--- src/rtl/nvm_ctrl_pkg.sv ---
package nvm_ctrl_pkg;
	localparam int PAGE_COUNT = 16;
	localparam int PAGE_BYTES = 8;
	localparam int ARRAY_BYTES = 128;
	localparam int ADDR_W = 7;
	localparam int PAGE_W = 4;
	localparam logic [6:0] CRC_BYTE_ADDR = 7'h7f;
	localparam logic [6:0] CFG_FAULT_LEVEL_ADDR = 7'h7c;
	localparam logic [6:0] CFG_DIAG_ON_ADDR = 7'h7d;
	localparam logic [6:0] CFG_SENSOR_ADDR = 7'h7e;
	localparam logic [3:0] LAST_PAGE = 4'hf;
	localparam logic [7:0] CRC_SEED = 8'hff;
	localparam logic [7:0] CRC_POLY = 8'h07;
	localparam logic [7:0] ERASED_BYTE = 8'h00;
	localparam logic [7:0] ARRAY_RESET = 8'h00;
	localparam logic [7:0] REG_PAGE_SELECT = 8'h00;
	localparam logic [7:0] REG_NVM_CTRL = 8'h01;
	localparam logic [7:0] REG_NVM_STATUS = 8'h02;
	localparam logic [7:0] REG_CRC_CTRL = 8'h03;
	localparam logic [7:0] REG_CRC_STATUS = 8'h04;
	localparam logic [7:0] REG_SENSOR_CFG = 8'h05;
	localparam logic [7:0] REG_OV_LIMIT = 8'h06;
	localparam logic [7:0] REG_UV_LIMIT = 8'h07;
	localparam logic [7:0] REG_FAULT_STATUS = 8'h08;
	localparam logic [7:0] REG_CACHE_BASE = 8'h10;
	localparam int CTRL_ERASE_BIT = 0;
	localparam int CTRL_PAGE_WRITE_BIT = 1;
	localparam int CTRL_ERASE_WRITE_BIT = 2;
	localparam int ST_ERASE_BUSY_BIT = 0;
	localparam int ST_PROG_BUSY_BIT = 1;
	localparam int ST_ERASE_DONE_BIT = 2;
	localparam int ST_PROG_DONE_BIT = 3;
	localparam int ST_CACHE_SHORT_BIT = 4;
	localparam int ST_CACHE_FULL_BIT = 5;
	localparam int CRC_RECOMPUTE_BIT = 0;
	localparam int CRC_BUSY_BIT = 0;
	localparam int CRC_MATCH_BIT = 1;
	localparam int CRC_PU_DONE_BIT = 2;
	localparam int CRC_CORRUPT_BIT = 3;
	localparam int CFG_PD_LO_BIT = 0;
	localparam int CFG_PD_HI_BIT = 1;
	localparam int CFG_LEVEL_LSB = 2;
	localparam int CFG_PRESS_PD_OFF_BIT = 5;
	localparam int CFG_TEMP_PU_OFF_BIT = 6;
	localparam logic [7:0] OV_LIMIT_RESET = 8'hff;
	localparam logic [7:0] UV_LIMIT_RESET = 8'h00;
	localparam int ERASE_CYCLES = 64;
	localparam int PROGRAM_CYCLES = 64;
	localparam int CLK_MHZ = 200;
	localparam int CRC_DEADLINE_US = 340;
	localparam int CRC_DEADLINE_CYCLES = CRC_DEADLINE_US * CLK_MHZ;

	typedef enum logic [2:0] {
		ST_IDLE = 3'b001,
		ST_ERASE = 3'b010,
		ST_PROG = 3'b100
	} nvm_state_e;

	function automatic logic [7:0] crc8_next(input logic [7:0] crc,
		input logic [7:0] data);
		logic [7:0] c;
		c = crc ^ data;
		for (int i = 0; i < 8; i++) begin
			c = c[7] ? ((c << 1) ^ CRC_POLY) : (c << 1);
		end
		return c;
	endfunction
endpackage

--- src/rtl/array_crc_walker.sv ---
`timescale 1ns/1ps
module array_crc_walker
	import nvm_ctrl_pkg::*;
(
	input wire logic sys_clk,
	input wire logic rst_n,
	input wire logic start,
	input wire logic [7:0] byte_in,
	output logic [6:0] byte_index,
	output logic busy,
	output logic done,
	output logic [7:0] crc_out
);
	logic [7:0] acc;

	assign crc_out = acc;

	always_ff @(posedge sys_clk) begin
		if (!rst_n) begin
			busy <= 1'b0;
			done <= 1'b0;
			byte_index <= 7'h00;
			acc <= CRC_SEED;
		end else begin
			done <= 1'b0;
			if (start && !busy) begin
				busy <= 1'b1;
				byte_index <= 7'h00;
				acc <= CRC_SEED;
			end else if (busy) begin
				acc <= crc8_next(acc, byte_in);
				if (byte_index == CRC_BYTE_ADDR - 7'h01) begin
					busy <= 1'b0;
					done <= 1'b1;
				end else begin
					byte_index <= byte_index + 7'h01;
				end
			end
		end
	end
endmodule // array_crc_walker

--- src/rtl/nvm_page_ctrl.sv ---
// The plain strobed port and the placing of the registers were left to the implementer.
`timescale 1ns/1ps
// Notes on behaviour
// array is sixteen pages of eight bytes, seven-bit byte address
// writes go only through the cache; reads return array bytes directly
// software picks the page with the upper four address bits first
// software fills all eight cache bytes before a page program
// combined command erases the page then programs it from the cache
// erase bit erases; page write bit later programs the erased page
// erase and program progress shown in a pollable status register
// last array byte holds the checksum over the array
// programming the last byte recomputes and compares the checksum
// recompute bit starts a check; busy and match bits report it
// accumulator starts at all ones, updated once per byte by xor
// power-up checksum check finishes within 340 us
// compensation timing or checksum error disables dac, resets comp
// corrupted array or zero checksum forces dac code to zero
// supply or signal chain fault drives dac to stored fault level
// nonzero stored diagnostics setting enables responses, zero disables
// analog, digital, bridge, oscillator rails and reference monitored
// pressure pin codes compared with programmable over and under limits
// config bits 0-1 pick pulldown, bits 2-4 pick detect threshold
// config bit 5 set switches off pressure input pulldowns
// config bit 6 set switches off temperature input pullups
// checksum is crc-8 with polynomial x^8+x^2+x+1
// command bits self-clear at finish; busy covers whole operation
module nvm_page_ctrl
	import nvm_ctrl_pkg::*;
#(
	parameter int ERASE_TIME = ERASE_CYCLES,
	parameter int PROGRAM_TIME = PROGRAM_CYCLES,
	parameter int CRC_DEADLINE = CRC_DEADLINE_CYCLES
) (
	input wire logic sys_clk,
	input wire logic rst_n,
	input wire logic [7:0] reg_addr,
	input wire logic [7:0] reg_wdata,
	input wire logic reg_wr,
	input wire logic reg_rd,
	output logic [7:0] reg_rdata,
	input wire logic comp_timing_err,
	input wire logic comp_checksum_err,
	input wire logic analog_rail_fault,
	input wire logic digital_rail_fault,
	input wire logic bridge_supply_fault,
	input wire logic osc_supply_fault,
	input wire logic reference_fault,
	input wire logic [7:0] press_in_pos,
	input wire logic [7:0] press_in_neg,
	output logic dac_enable,
	output logic comp_reset,
	output logic dac_code_zero,
	output logic dac_fault_drive,
	output logic [7:0] dac_fault_level,
	output logic pulldown_sel_lo,
	output logic pulldown_sel_hi,
	output logic [2:0] open_detect_level,
	output logic press_pulldown_off,
	output logic temp_pullup_off
);
	logic [7:0] array_mem [ARRAY_BYTES];
	logic [7:0] cache [PAGE_BYTES];
	logic [PAGE_BYTES-1:0] cache_fill;
	logic [PAGE_W-1:0] page_sel;
	nvm_state_e state;
	logic [15:0] op_cnt;
	logic erase_pend;
	logic prog_pend;
	logic combo_pend;
	logic erase_done;
	logic prog_done;
	logic cache_short;
	logic crc_pend;
	logic crc_match;
	logic crc_corrupt;
	logic pu_done;
	logic pu_start;
	logic [17:0] pu_cnt;
	logic [7:0] ov_limit;
	logic [7:0] uv_limit;
	logic crc_start;
	logic crc_busy;
	logic crc_done;
	logic [6:0] crc_index;
	logic [7:0] crc_value;
	logic cache_full;
	logic idle_free;
	logic start_erase;
	logic start_prog;
	logic refuse;
	logic op_end;
	logic last_page_prog;
	logic wr_cache;
	logic [7:0] next_rdata;
	logic [4:0] supply_faults;
	logic [1:0] chain_faults;
	logic diag_on;
	logic [7:0] sensor_cfg;

	function automatic logic [15:0] cycles_m1(input int n);
		return (n < 1) ? 16'h0000 : 16'(n - 1);
	endfunction

	function automatic logic [6:0] byte_addr(input logic [3:0] page,
		input int offs);
		return {page, 3'(offs)};
	endfunction

	assign cache_full = &cache_fill;
	assign idle_free = (state == ST_IDLE) && !crc_busy && !crc_start;
	assign refuse = idle_free && (prog_pend || combo_pend) && !cache_full;
	assign start_erase = idle_free && (erase_pend || (combo_pend && cache_full));
	assign start_prog = idle_free && prog_pend && cache_full;
	assign op_end = (state != ST_IDLE) && (op_cnt == 16'h0000);
	assign last_page_prog = op_end && (state == ST_PROG) &&
		(page_sel == LAST_PAGE);
	assign wr_cache = reg_wr && (reg_addr[7:3] == REG_CACHE_BASE[7:3]) &&
		(state == ST_IDLE);
	assign crc_start = (pu_start || crc_pend) && (state == ST_IDLE) &&
		!crc_busy;
	assign sensor_cfg = array_mem[CFG_SENSOR_ADDR];
	assign diag_on = array_mem[CFG_DIAG_ON_ADDR] != 8'h00;
	assign supply_faults = {analog_rail_fault, digital_rail_fault,
		bridge_supply_fault, osc_supply_fault, reference_fault};
	assign chain_faults[0] = (press_in_pos > ov_limit) ||
		(press_in_neg > ov_limit);
	assign chain_faults[1] = (press_in_pos < uv_limit) ||
		(press_in_neg < uv_limit);

	array_crc_walker u_crc (
		.sys_clk(sys_clk),
		.rst_n(rst_n),
		.start(crc_start),
		.byte_in(array_mem[crc_index]),
		.byte_index(crc_index),
		.busy(crc_busy),
		.done(crc_done),
		.crc_out(crc_value)
	);

	// page select and cache
	always_ff @(posedge sys_clk) begin
		if (!rst_n) begin
			page_sel <= 4'h0;
			cache_fill <= '0;
			for (int i = 0; i < PAGE_BYTES; i++) begin
				cache[i] <= 8'h00;
			end
		end else begin
			if (reg_wr && reg_addr == REG_PAGE_SELECT && state == ST_IDLE) begin
				page_sel <= reg_wdata[PAGE_W-1:0];
			end
			if (op_end && state == ST_PROG) begin
				cache_fill <= '0;
			end else if (wr_cache) begin
				cache[reg_addr[2:0]] <= reg_wdata;
				cache_fill[reg_addr[2:0]] <= 1'b1;
			end
		end
	end

	// command bits
	always_ff @(posedge sys_clk) begin
		if (!rst_n) begin
			erase_pend <= 1'b0;
			prog_pend <= 1'b0;
			combo_pend <= 1'b0;
		end else begin
			if (reg_wr && reg_addr == REG_NVM_CTRL &&
				!(erase_pend || prog_pend || combo_pend)) begin
				erase_pend <= reg_wdata[CTRL_ERASE_BIT];
				prog_pend <= reg_wdata[CTRL_PAGE_WRITE_BIT] &&
					!reg_wdata[CTRL_ERASE_BIT];
				combo_pend <= reg_wdata[CTRL_ERASE_WRITE_BIT] &&
					!reg_wdata[CTRL_ERASE_BIT] &&
					!reg_wdata[CTRL_PAGE_WRITE_BIT];
			end else if (refuse) begin
				prog_pend <= 1'b0;
				combo_pend <= 1'b0;
			end else if (op_end && state == ST_ERASE && erase_pend) begin
				erase_pend <= 1'b0;
			end else if (op_end && state == ST_PROG) begin
				prog_pend <= 1'b0;
				combo_pend <= 1'b0;
			end
		end
	end

	// erase and program sequencer
	always_ff @(posedge sys_clk) begin
		if (!rst_n) begin
			state <= ST_IDLE;
			op_cnt <= 16'h0000;
			erase_done <= 1'b0;
			prog_done <= 1'b0;
			cache_short <= 1'b0;
		end else begin
			case (state)
				ST_IDLE: begin
					if (start_erase) begin
						state <= ST_ERASE;
						op_cnt <= cycles_m1(ERASE_TIME);
						erase_done <= 1'b0;
						prog_done <= 1'b0;
						cache_short <= 1'b0;
					end else if (start_prog) begin
						state <= ST_PROG;
						op_cnt <= cycles_m1(PROGRAM_TIME);
						prog_done <= 1'b0;
						cache_short <= 1'b0;
					end else if (refuse) begin
						cache_short <= 1'b1;
					end
				end
				ST_ERASE: begin
					if (op_cnt != 16'h0000) begin
						op_cnt <= op_cnt - 16'h0001;
					end else begin
						erase_done <= 1'b1;
						if (combo_pend) begin
							state <= ST_PROG;
							op_cnt <= cycles_m1(PROGRAM_TIME);
						end else begin
							state <= ST_IDLE;
						end
					end
				end
				ST_PROG: begin
					if (op_cnt != 16'h0000) begin
						op_cnt <= op_cnt - 16'h0001;
					end else begin
						prog_done <= 1'b1;
						state <= ST_IDLE;
					end
				end
				default: begin
					state <= ST_IDLE;
				end
			endcase
		end
	end

	// array storage
	always_ff @(posedge sys_clk) begin
		if (!rst_n) begin
			for (int i = 0; i < ARRAY_BYTES; i++) begin
				array_mem[i] <= ARRAY_RESET;
			end
		end else if (op_end) begin
			for (int j = 0; j < PAGE_BYTES; j++) begin
				if (state == ST_ERASE) begin
					array_mem[byte_addr(page_sel, j)] <= ERASED_BYTE;
				end else begin
					array_mem[byte_addr(page_sel, j)] <= cache[j];
				end
			end
		end
	end

	// checksum control and result
	always_ff @(posedge sys_clk) begin
		if (!rst_n) begin
			crc_pend <= 1'b0;
			crc_match <= 1'b0;
			crc_corrupt <= 1'b0;
			pu_done <= 1'b0;
			pu_start <= 1'b1;
			pu_cnt <= '0;
		end else begin
			if (last_page_prog || (reg_wr && reg_addr == REG_CRC_CTRL &&
				reg_wdata[CRC_RECOMPUTE_BIT])) begin
				crc_pend <= 1'b1;
			end else if (crc_start) begin
				crc_pend <= 1'b0;
			end
			if (crc_start) begin
				pu_start <= 1'b0;
			end
			if (!pu_done && pu_cnt != 18'(CRC_DEADLINE)) begin
				pu_cnt <= pu_cnt + 18'h00001;
			end
			if (crc_done) begin
				crc_match <= crc_value == array_mem[CRC_BYTE_ADDR];
				crc_corrupt <= (crc_value != array_mem[CRC_BYTE_ADDR]) ||
					(array_mem[CRC_BYTE_ADDR] == 8'h00);
				pu_done <= 1'b1;
			end else if (!pu_done && pu_cnt == 18'(CRC_DEADLINE)) begin
				crc_corrupt <= 1'b1;
			end
		end
	end

	// limits
	always_ff @(posedge sys_clk) begin
		if (!rst_n) begin
			ov_limit <= OV_LIMIT_RESET;
			uv_limit <= UV_LIMIT_RESET;
		end else if (reg_wr) begin
			if (reg_addr == REG_OV_LIMIT) begin
				ov_limit <= reg_wdata;
			end
			if (reg_addr == REG_UV_LIMIT) begin
				uv_limit <= reg_wdata;
			end
		end
	end

	// fault responses and stored config outputs
	always_ff @(posedge sys_clk) begin
		if (!rst_n) begin
			dac_enable <= 1'b0;
			comp_reset <= 1'b1;
			dac_code_zero <= 1'b1;
			dac_fault_drive <= 1'b0;
			dac_fault_level <= 8'h00;
			pulldown_sel_lo <= 1'b0;
			pulldown_sel_hi <= 1'b0;
			open_detect_level <= 3'h0;
			press_pulldown_off <= 1'b0;
			temp_pullup_off <= 1'b0;
		end else begin
			dac_enable <= !(diag_on && (comp_timing_err ||
				comp_checksum_err));
			comp_reset <= diag_on && (comp_timing_err ||
				comp_checksum_err);
			dac_code_zero <= diag_on && (crc_corrupt || !pu_done);
			dac_fault_drive <= diag_on && ((|supply_faults) ||
				(|chain_faults));
			dac_fault_level <= array_mem[CFG_FAULT_LEVEL_ADDR];
			pulldown_sel_lo <= sensor_cfg[CFG_PD_LO_BIT];
			pulldown_sel_hi <= sensor_cfg[CFG_PD_HI_BIT];
			open_detect_level <= sensor_cfg[CFG_LEVEL_LSB +: 3];
			press_pulldown_off <= sensor_cfg[CFG_PRESS_PD_OFF_BIT];
			temp_pullup_off <= sensor_cfg[CFG_TEMP_PU_OFF_BIT];
		end
	end

	// register read mux
	always_comb begin
		next_rdata = 8'h00;
		if (reg_addr[7]) begin
			next_rdata = array_mem[reg_addr[6:0]];
		end else if (reg_addr[7:3] == REG_CACHE_BASE[7:3]) begin
			next_rdata = cache[reg_addr[2:0]];
		end else begin
			case (reg_addr)
				REG_PAGE_SELECT: next_rdata = {4'h0, page_sel};
				REG_NVM_CTRL: begin
					next_rdata[CTRL_ERASE_BIT] = erase_pend;
					next_rdata[CTRL_PAGE_WRITE_BIT] = prog_pend;
					next_rdata[CTRL_ERASE_WRITE_BIT] = combo_pend;
				end
				REG_NVM_STATUS: begin
					next_rdata[ST_ERASE_BUSY_BIT] = state == ST_ERASE;
					next_rdata[ST_PROG_BUSY_BIT] = state == ST_PROG;
					next_rdata[ST_ERASE_DONE_BIT] = erase_done;
					next_rdata[ST_PROG_DONE_BIT] = prog_done;
					next_rdata[ST_CACHE_SHORT_BIT] = cache_short;
					next_rdata[ST_CACHE_FULL_BIT] = cache_full;
				end
				REG_CRC_CTRL: begin
					next_rdata[CRC_RECOMPUTE_BIT] = crc_pend || crc_busy;
				end
				REG_CRC_STATUS: begin
					next_rdata[CRC_BUSY_BIT] = crc_busy || crc_pend;
					next_rdata[CRC_MATCH_BIT] = crc_match;
					next_rdata[CRC_PU_DONE_BIT] = pu_done;
					next_rdata[CRC_CORRUPT_BIT] = crc_corrupt;
				end
				REG_SENSOR_CFG: next_rdata = sensor_cfg;
				REG_OV_LIMIT: next_rdata = ov_limit;
				REG_UV_LIMIT: next_rdata = uv_limit;
				REG_FAULT_STATUS: next_rdata = {1'b0, chain_faults, supply_faults};
				default: next_rdata = 8'h00;
			endcase
		end
	end

	always_ff @(posedge sys_clk) begin
		if (!rst_n) begin
			reg_rdata <= 8'h00;
		end else if (reg_rd) begin
			reg_rdata <= next_rdata;
		end else begin
			reg_rdata <= 8'h00;
		end
	end
endmodule // nvm_page_ctrl

--- config.mk ---
export PLATFORM = sky130hd
export DESIGN_NAME = nvm_page_ctrl
export DESIGN_NICKNAME = d
export VERILOG_FILES = /design/src/rtl/nvm_ctrl_pkg.sv /design/src/rtl/array_crc_walker.sv /design/src/rtl/nvm_page_ctrl.sv
export SDC_FILE = /design/constraint.sdc
export NUM_CORES = 2
export LEC_CHECK = 0
export BUFFER_PORTS_ARGS = -buffer_cell sky130_fd_sc_hd__buf_2
export CORE_ASPECT_RATIO = 1.4
export CORE_MARGIN = 3
export CORE_UTILIZATION = 69
export CTS_CLUSTER_DIAMETER = 150
export DETAILED_ROUTE_END_ITERATION = 16
export MAX_ROUTING_LAYER = met4
export PLACE_DENSITY = 0.88
export SLEW_MARGIN = 0
export SYNTH_ARGS = -nofsm -noshare
export SYNTH_HDL_FRONTEND = slang
export SYNTH_SLANG_ARGS = --single-unit
--- constraint.sdc ---
create_clock -name sys_clk -period 11 [get_ports sys_clk]
set_input_delay 2.2 -clock sys_clk [delete_from_list [all_inputs] [get_ports sys_clk]]
set_output_delay 2.2 -clock sys_clk [all_outputs]
set_load 0.03 [all_outputs]
-- Yosys cells after proc, flatten, opt, wreduce, memory -nomap -nowiden
Memory sizes are Yosys's and may differ from the RTL's. A register that Yosys moved wholly into a read port is not among the register bits.
Cells that the tools add are included.
- memories: 2
- bits in latches: 0
- input bits: 43
- RAM bits: 1088
- output and inout bits: 27
- register bits after elaboration: 112
- logic and storage cells: 290
- bits in read-only memories: 0
- divide/modulo/power cells: 0
- order comparisons: 6
- mux-type cells: 104
- reductions and logical operators: 95
- shift operators: 0
- bitwise operators: 21
- add/subtract/negate cells: 3
- multipliers: 0
- equal/unequal tests: 27
- memory list (memory ; words ; width ; rd ports ; clocked after Yosys merged registers in ; write ports ; line ; RTL):
    array_mem ; 128 ; 8 ; 6 ; 2 ; 128 ; nvm_page_ctrl.sv:61 ; logic [7:0] array_mem [ARRAY_BYTES];
    cache ; 8 ; 8 ; 9 ; 0 ; 8 ; nvm_page_ctrl.sv:62 ; logic [7:0] cache [PAGE_BYTES];
- operator list (cell ; count):
    $mux W8 ; 19
    $mux W16 ; 5
    $reduce_or A8 Y1 ; 9
    $mux W7 ; 10
    $pmux W16 S3 ; 1
    $mux W1 ; 46
    $mux W3 ; 14
    $logic_and A1 B1 Y1 ; 33
    $eq A8 B3 Y1 const B ; 4
    $not A3 Y3 ; 8
    $add A18 B1 Y18 const B ; 1
    $eq A18 B17 Y1 const B ; 1
    $ne A18 B17 Y1 const B ; 1
    $eq A8 B2 Y1 const B ; 2
    $gt A8 B8 Y1 ; 2
    $logic_not A16 Y1 ; 1
    $logic_not A8 Y1 ; 2
    $lt A8 B8 Y1 ; 2
    $pmux W2 S8 ; 1
    $reduce_bool A16 Y1 ; 1
    $sub A16 B1 Y16 const B ; 1
    $reduce_and A2 Y1 ; 7
    $logic_or A1 B1 Y1 ; 13
    $pmux W2 S5 ; 1
    38 further kinds ; 71

-- Logic depth before layout (Yosys ltp)
- depth in word-level cells: 17
- gate-level depth with buffers: 15
- gate-level depth less buffers: 12

-- Hierarchy
A second synthesis with hierarchy kept.
- cells, all modules: 4345
- area total of the unflattened synthesis: 61373.9 um2
- modules (own cells, without submodules) (module ; times used ; cells an instance ; area an instance (um2)):
    nvm_page_ctrl ; 1 ; 4249 ; 60392.9
    array_crc_walker ; 1 ; 96 ; 980.9

-- Least setup slack after synthesis
OpenSTA, ideal clock, no wires.
- path type: input port to flip-flop
- start point: input reg_addr[0]
- end point: register reg_rdata[0]
- buffers on the path: 4
- stages on the path: 9
- required time: 10868 ps
- slack: 5503 ps
- arrival: 5365 ps
- path through: clkbuf_1 -> clkbuf_1 -> buf_1 -> buf_1 -> mux4_2 -> mux4_2 -> mux4_2 -> mux2i_1 -> a21oi_1
- word-level cells in the longest chain between the ends: 5
- elaborated cells between the ends (all ways): 15
- ends and longest elaborated chain (item ; line ; RTL):
    start, declared ; nvm_page_ctrl.sv:36 ; input wire logic [7:0] reg_addr,
    branches (longest 4 deep; another with $mem_v2 Z128 W8) ; n/a ;
    $mux W8 (*) ; nvm_page_ctrl.sv:341 ; if (reg_addr[7]) begin
    end signal, assigned ; nvm_page_ctrl.sv:383 ; reg_rdata <= next_rdata;
    end, declared ; nvm_page_ctrl.sv:40 ; output logic [7:0] reg_rdata,
Mark *: on every way between the ends.
A chain may end at the register's enable or synchronous reset.

-- Worst setup path after layout
- start point: input reg_addr[1]
- end point: register reg_rdata[2]
- word-level cells in the longest chain between the ends: 4
- elaborated cells between the ends (all ways): 13
- ends and longest elaborated chain (item ; line):
    branches (longest 3 deep; another with $mem_v2 Z128 W8) ; n/a
    $mux W8 (*) ; nvm_page_ctrl.sv:341
Marks and branches as above.

==> impl_metrics.tcl <==
set metrics [dict create \
    status "complete, no violations" \
    netlist.area_leader.share 0.533 \
    routabilityCongestion 1.00 \
    drt_iter0_drc 8841 \
    post_drt_wl_per_cell_um 36.8 \
    gr-usage-all-layers 0.456 \
    clk_path_buf_depth 3 \
    finalClockSkew_ns 0.0350 \
    finalNetCount 4292 \
    synth_area_leaders "edfxtp_1 (53%), mux4_2 (22%), nor2_1 (7.1%)" \
    clk_pin_slew_ns 0.07 \
    ys_types 73 \
    fin_crit_ns 5.63 \
    die_h_um 359 \
    die_w_um 258 \
    die_area_mm2 0.0925 \
    crit_arrival_ns 6.20 \
    cts_root_buffer "clkbuf_16" \
    cts_hold_buf 0 \
    finalPower_uw 10300 \
    core_area_mm2 0.0876 \
    drt_first_pass_iters 10 \
    pwr-share-clk 0.395 \
    wl_um 202000 \
    min_period_over_period 0.511 \
    drive_above_1_share 0.233 \
    clk_latency_ns 0.72 \
    postCtsSetupBuffers 0 \
    slew_viol_final 0 \
    crit_required_ns 11.57 \
    synth_seq_cells 1215 \
    stdcell_area_mm2 0.0660 \
    cts_tree "done" \
    via_per_inst 8.08 \
    worstPathMaxFanout 111 \
    yosys_most_used_dff "edfxtp_1" \
    p_int_uw 7830 \
    synth_area_mm2 0.0613 \
    endpoint_kind "flip-flop" \
    ys_seq_area_frac 0.574 \
    vias 44400 \
    synth.avg_cell_area_um2 14.1 \
    async_flop_share 0 \
    grt_pass1_vias 45700 \
    syn_nets 4435 \
    p_leak_uw 0.0213 \
    antenna_found_initial 14 \
    finalHoldViolCount 0 \
    ir_worst_vdd_uv 166 \
    ctsResizeCount 0 \
    fmax_ghz 0.178 \
    grt_max_degree 112 \
    rsz0062_at_grt "false" \
    numCtsBuffers 107 \
    yosys.area.top_type "edfxtp_1" \
    drtAntennaViolNets 0 \
    boundaryPins 70 \
    clock_sinks 1215 \
    placed_area_mm2 0.0623 \
    cts_max_level 3 \
    gr-total-overflow 0 \
    port_buffers 69 \
    max-slew-margin-rel 0.0905 \
    critical_path_class "input port to flip-flop" \
    fin_setup_tns_ns 0 \
    synthCells 4356 \
    powerDensity_mw_per_mm2 156 \
    worstMarginPinSlew_ns 1.35 \
    finalSetupViolCount 0 \
    place_hpwl_um 112000 \
    drc 0 \
    hold_path.class "flip-flop to flip-flop" \
    syn_to_final_growth_pct 7.68 \
    switching_share 0.238 \
    grt_pass1_wl_um 294000 \
    synth_warnings 0 \
    pwr-share-seq 0.514 \
    worst_setup_path_start_kind "input port" \
    p_switching_uw 2450 \
    placementRows 128 \
    synth_edf_count 1088 \
    start_util 0.700 \
    comb_power_share 0.091 \
    drv_cap 0 \
]
-- critical path: stages --
cell and delay [ns]:
buf_8 0.66, buf_4 1.04, mux4_2 0.43, mux4_2 0.53, mux4_2 0.53, mux2_2 0.33, a21oi_1 0.27, nor2_1 0.10
-- flip-flops by register name, indices dropped and copies added (netlist names), 3 cells and up, named ones only --
name and cells:
ov_limit 8, cache_fill 8, cache 64, reg_rdata 8, u_crc.crc_out 8, array_mem 1024
dac_fault_level 8, page_sel 4, state 3, pu_cnt 18, open_detect_level 3, uv_limit 8
u_crc.byte_index 7, op_cnt 16
-- cell usage after synthesis (18+ instances only) --
cell	number
nor2_1	1154
edfxtp_1	1088
mux4_2	599
clkbuf_1	177
nand2_1	168
dfxtp_1	127
buf_2	109
buf_1	91
and2_1	78
mux2i_1	76
a21oi_1	62
nand3_1	46
o21ai_0	45
a22oi_1	43
ha_1	36
nor3_1	35
inv_1	34
xnor2_1	33
nor2b_1	28
nand2_2	27
xor2_1	25
nand4_1	21
o211ai_1	19
mux2_2	18
nor4_1	18
-- path summary, 6_finish.rpt --
path | to | slack (ns) | cells past startpoint | startpoint
max | reg_rdata[2] | 5.37 | 8 | reg_addr[1]
max reg2reg | array_mem[104][3] | 5.40 | 8 | op_cnt[4]
min reg2reg | prog_done | 0.46 | 2 | prog_done
min | prog_done | 0.46 | 2 | prog_done
-- stage by stage --
step,hold slack [ns],setup slack [ns],cells,utilization
final,0.456,5.37,5497,0.754
after global routing,0.472,5.16,5490,0.753
after CTS,0.454,5.42,5475,0.753
after detailed placement,0.447,4.72,5273,0.711
after global placement,0.436,4.84,5273,0.711
after floorplan,0.426,5.50,4356,-
-- layout make-up --
class / count / area (µm²)
Sequential cell: 1215 / 35200
Multi-Input combinational cell: 2714 / 24500
Fill cell: 4524 / 21600
Clock buffer: 142 / 3020
Tap cell: 1170 / 1460
Timing Repair Buffer: 134 / 918
Clock inverter: 60 / 664
Inverter: 41 / 154
Antenna cell: 21 / 52.6
-- cells by family (layout without fill, tap and decap cells) --
logic type	after synthesis	in the layout	synth area share
other	0	21	0
adder cells (fa/ha/maj)	36	36	0.00735
AO/OA/AOI/OAI	283	283	0.0310
flip-flops	1215	1215	0.574
multiplexers	693	693	0.236
AND/OR/NAND/NOR	1642	1642	0.113
buffers and inverters	427	377	0.0290
XOR/XNOR	60	60	0.00902
-- routing by layer --
| metal | share of wire | GRT usage | vias up |
|---|---|---|---|
| li1 | - | - | 16300 |
| met4 | 0.11 | 0.379 | 0 |
| met1 | 0.27 | 0.506 | 21100 |
| met2 | 0.44 | 0.657 | 5301 |
| met5 | 0 | - | - |
| met3 | 0.18 | 0.174 | 1708 |
-- cell usage in the layout, fill, tap and decap left out, types with 16 or more instances in the layout --
cell type | netlist | layout
nand2_4 | 1 | 17
diode_2 | 0 | 21
xor2_1 | 25 | 25
a21o_1 | 17 | 17
clkinv_1 | 5 | 20
nand3_1 | 46 | 42
o22ai_1 | 16 | 16
buf_2 | 109 | 64
dfxtp_1 | 127 | 121
nor4_1 | 18 | 18
edfxtp_1 | 1088 | 1088
clkinv_2 | 0 | 20
mux4_2 | 599 | 599
ha_1 | 36 | 36
nor2b_1 | 28 | 26
inv_1 | 34 | 34
nor3_1 | 35 | 35
nor2_1 | 1154 | 1153
nand2_2 | 27 | 39
o21ai_0 | 45 | 45
buf_4 | 7 | 62
xnor2_1 | 33 | 33
a21oi_1 | 62 | 62
clkbuf_1 | 177 | 20
mux2_2 | 18 | 18
clkbuf_16 | 0 | 112
nand2_1 | 168 | 140
nand4_1 | 21 | 21
and2_1 | 78 | 78
mux2i_1 | 76 | 76
nand2b_1 | 17 | 17
a22oi_1 | 43 | 43
o211ai_1 | 19 | 19
-- power groups by stage --
stage                     Combinational [µW]  Sequential, µW  Clock [µW]
after floorplan                          661            5320           0
after global placement                   858            5350           0
after detailed placement                 882            5370           0
after CTS                                903            5280        3970
after global routing                     953            5290        4140
final                                    932            5290        4060
No activity file was read; power rests on OpenSTA's default activity.
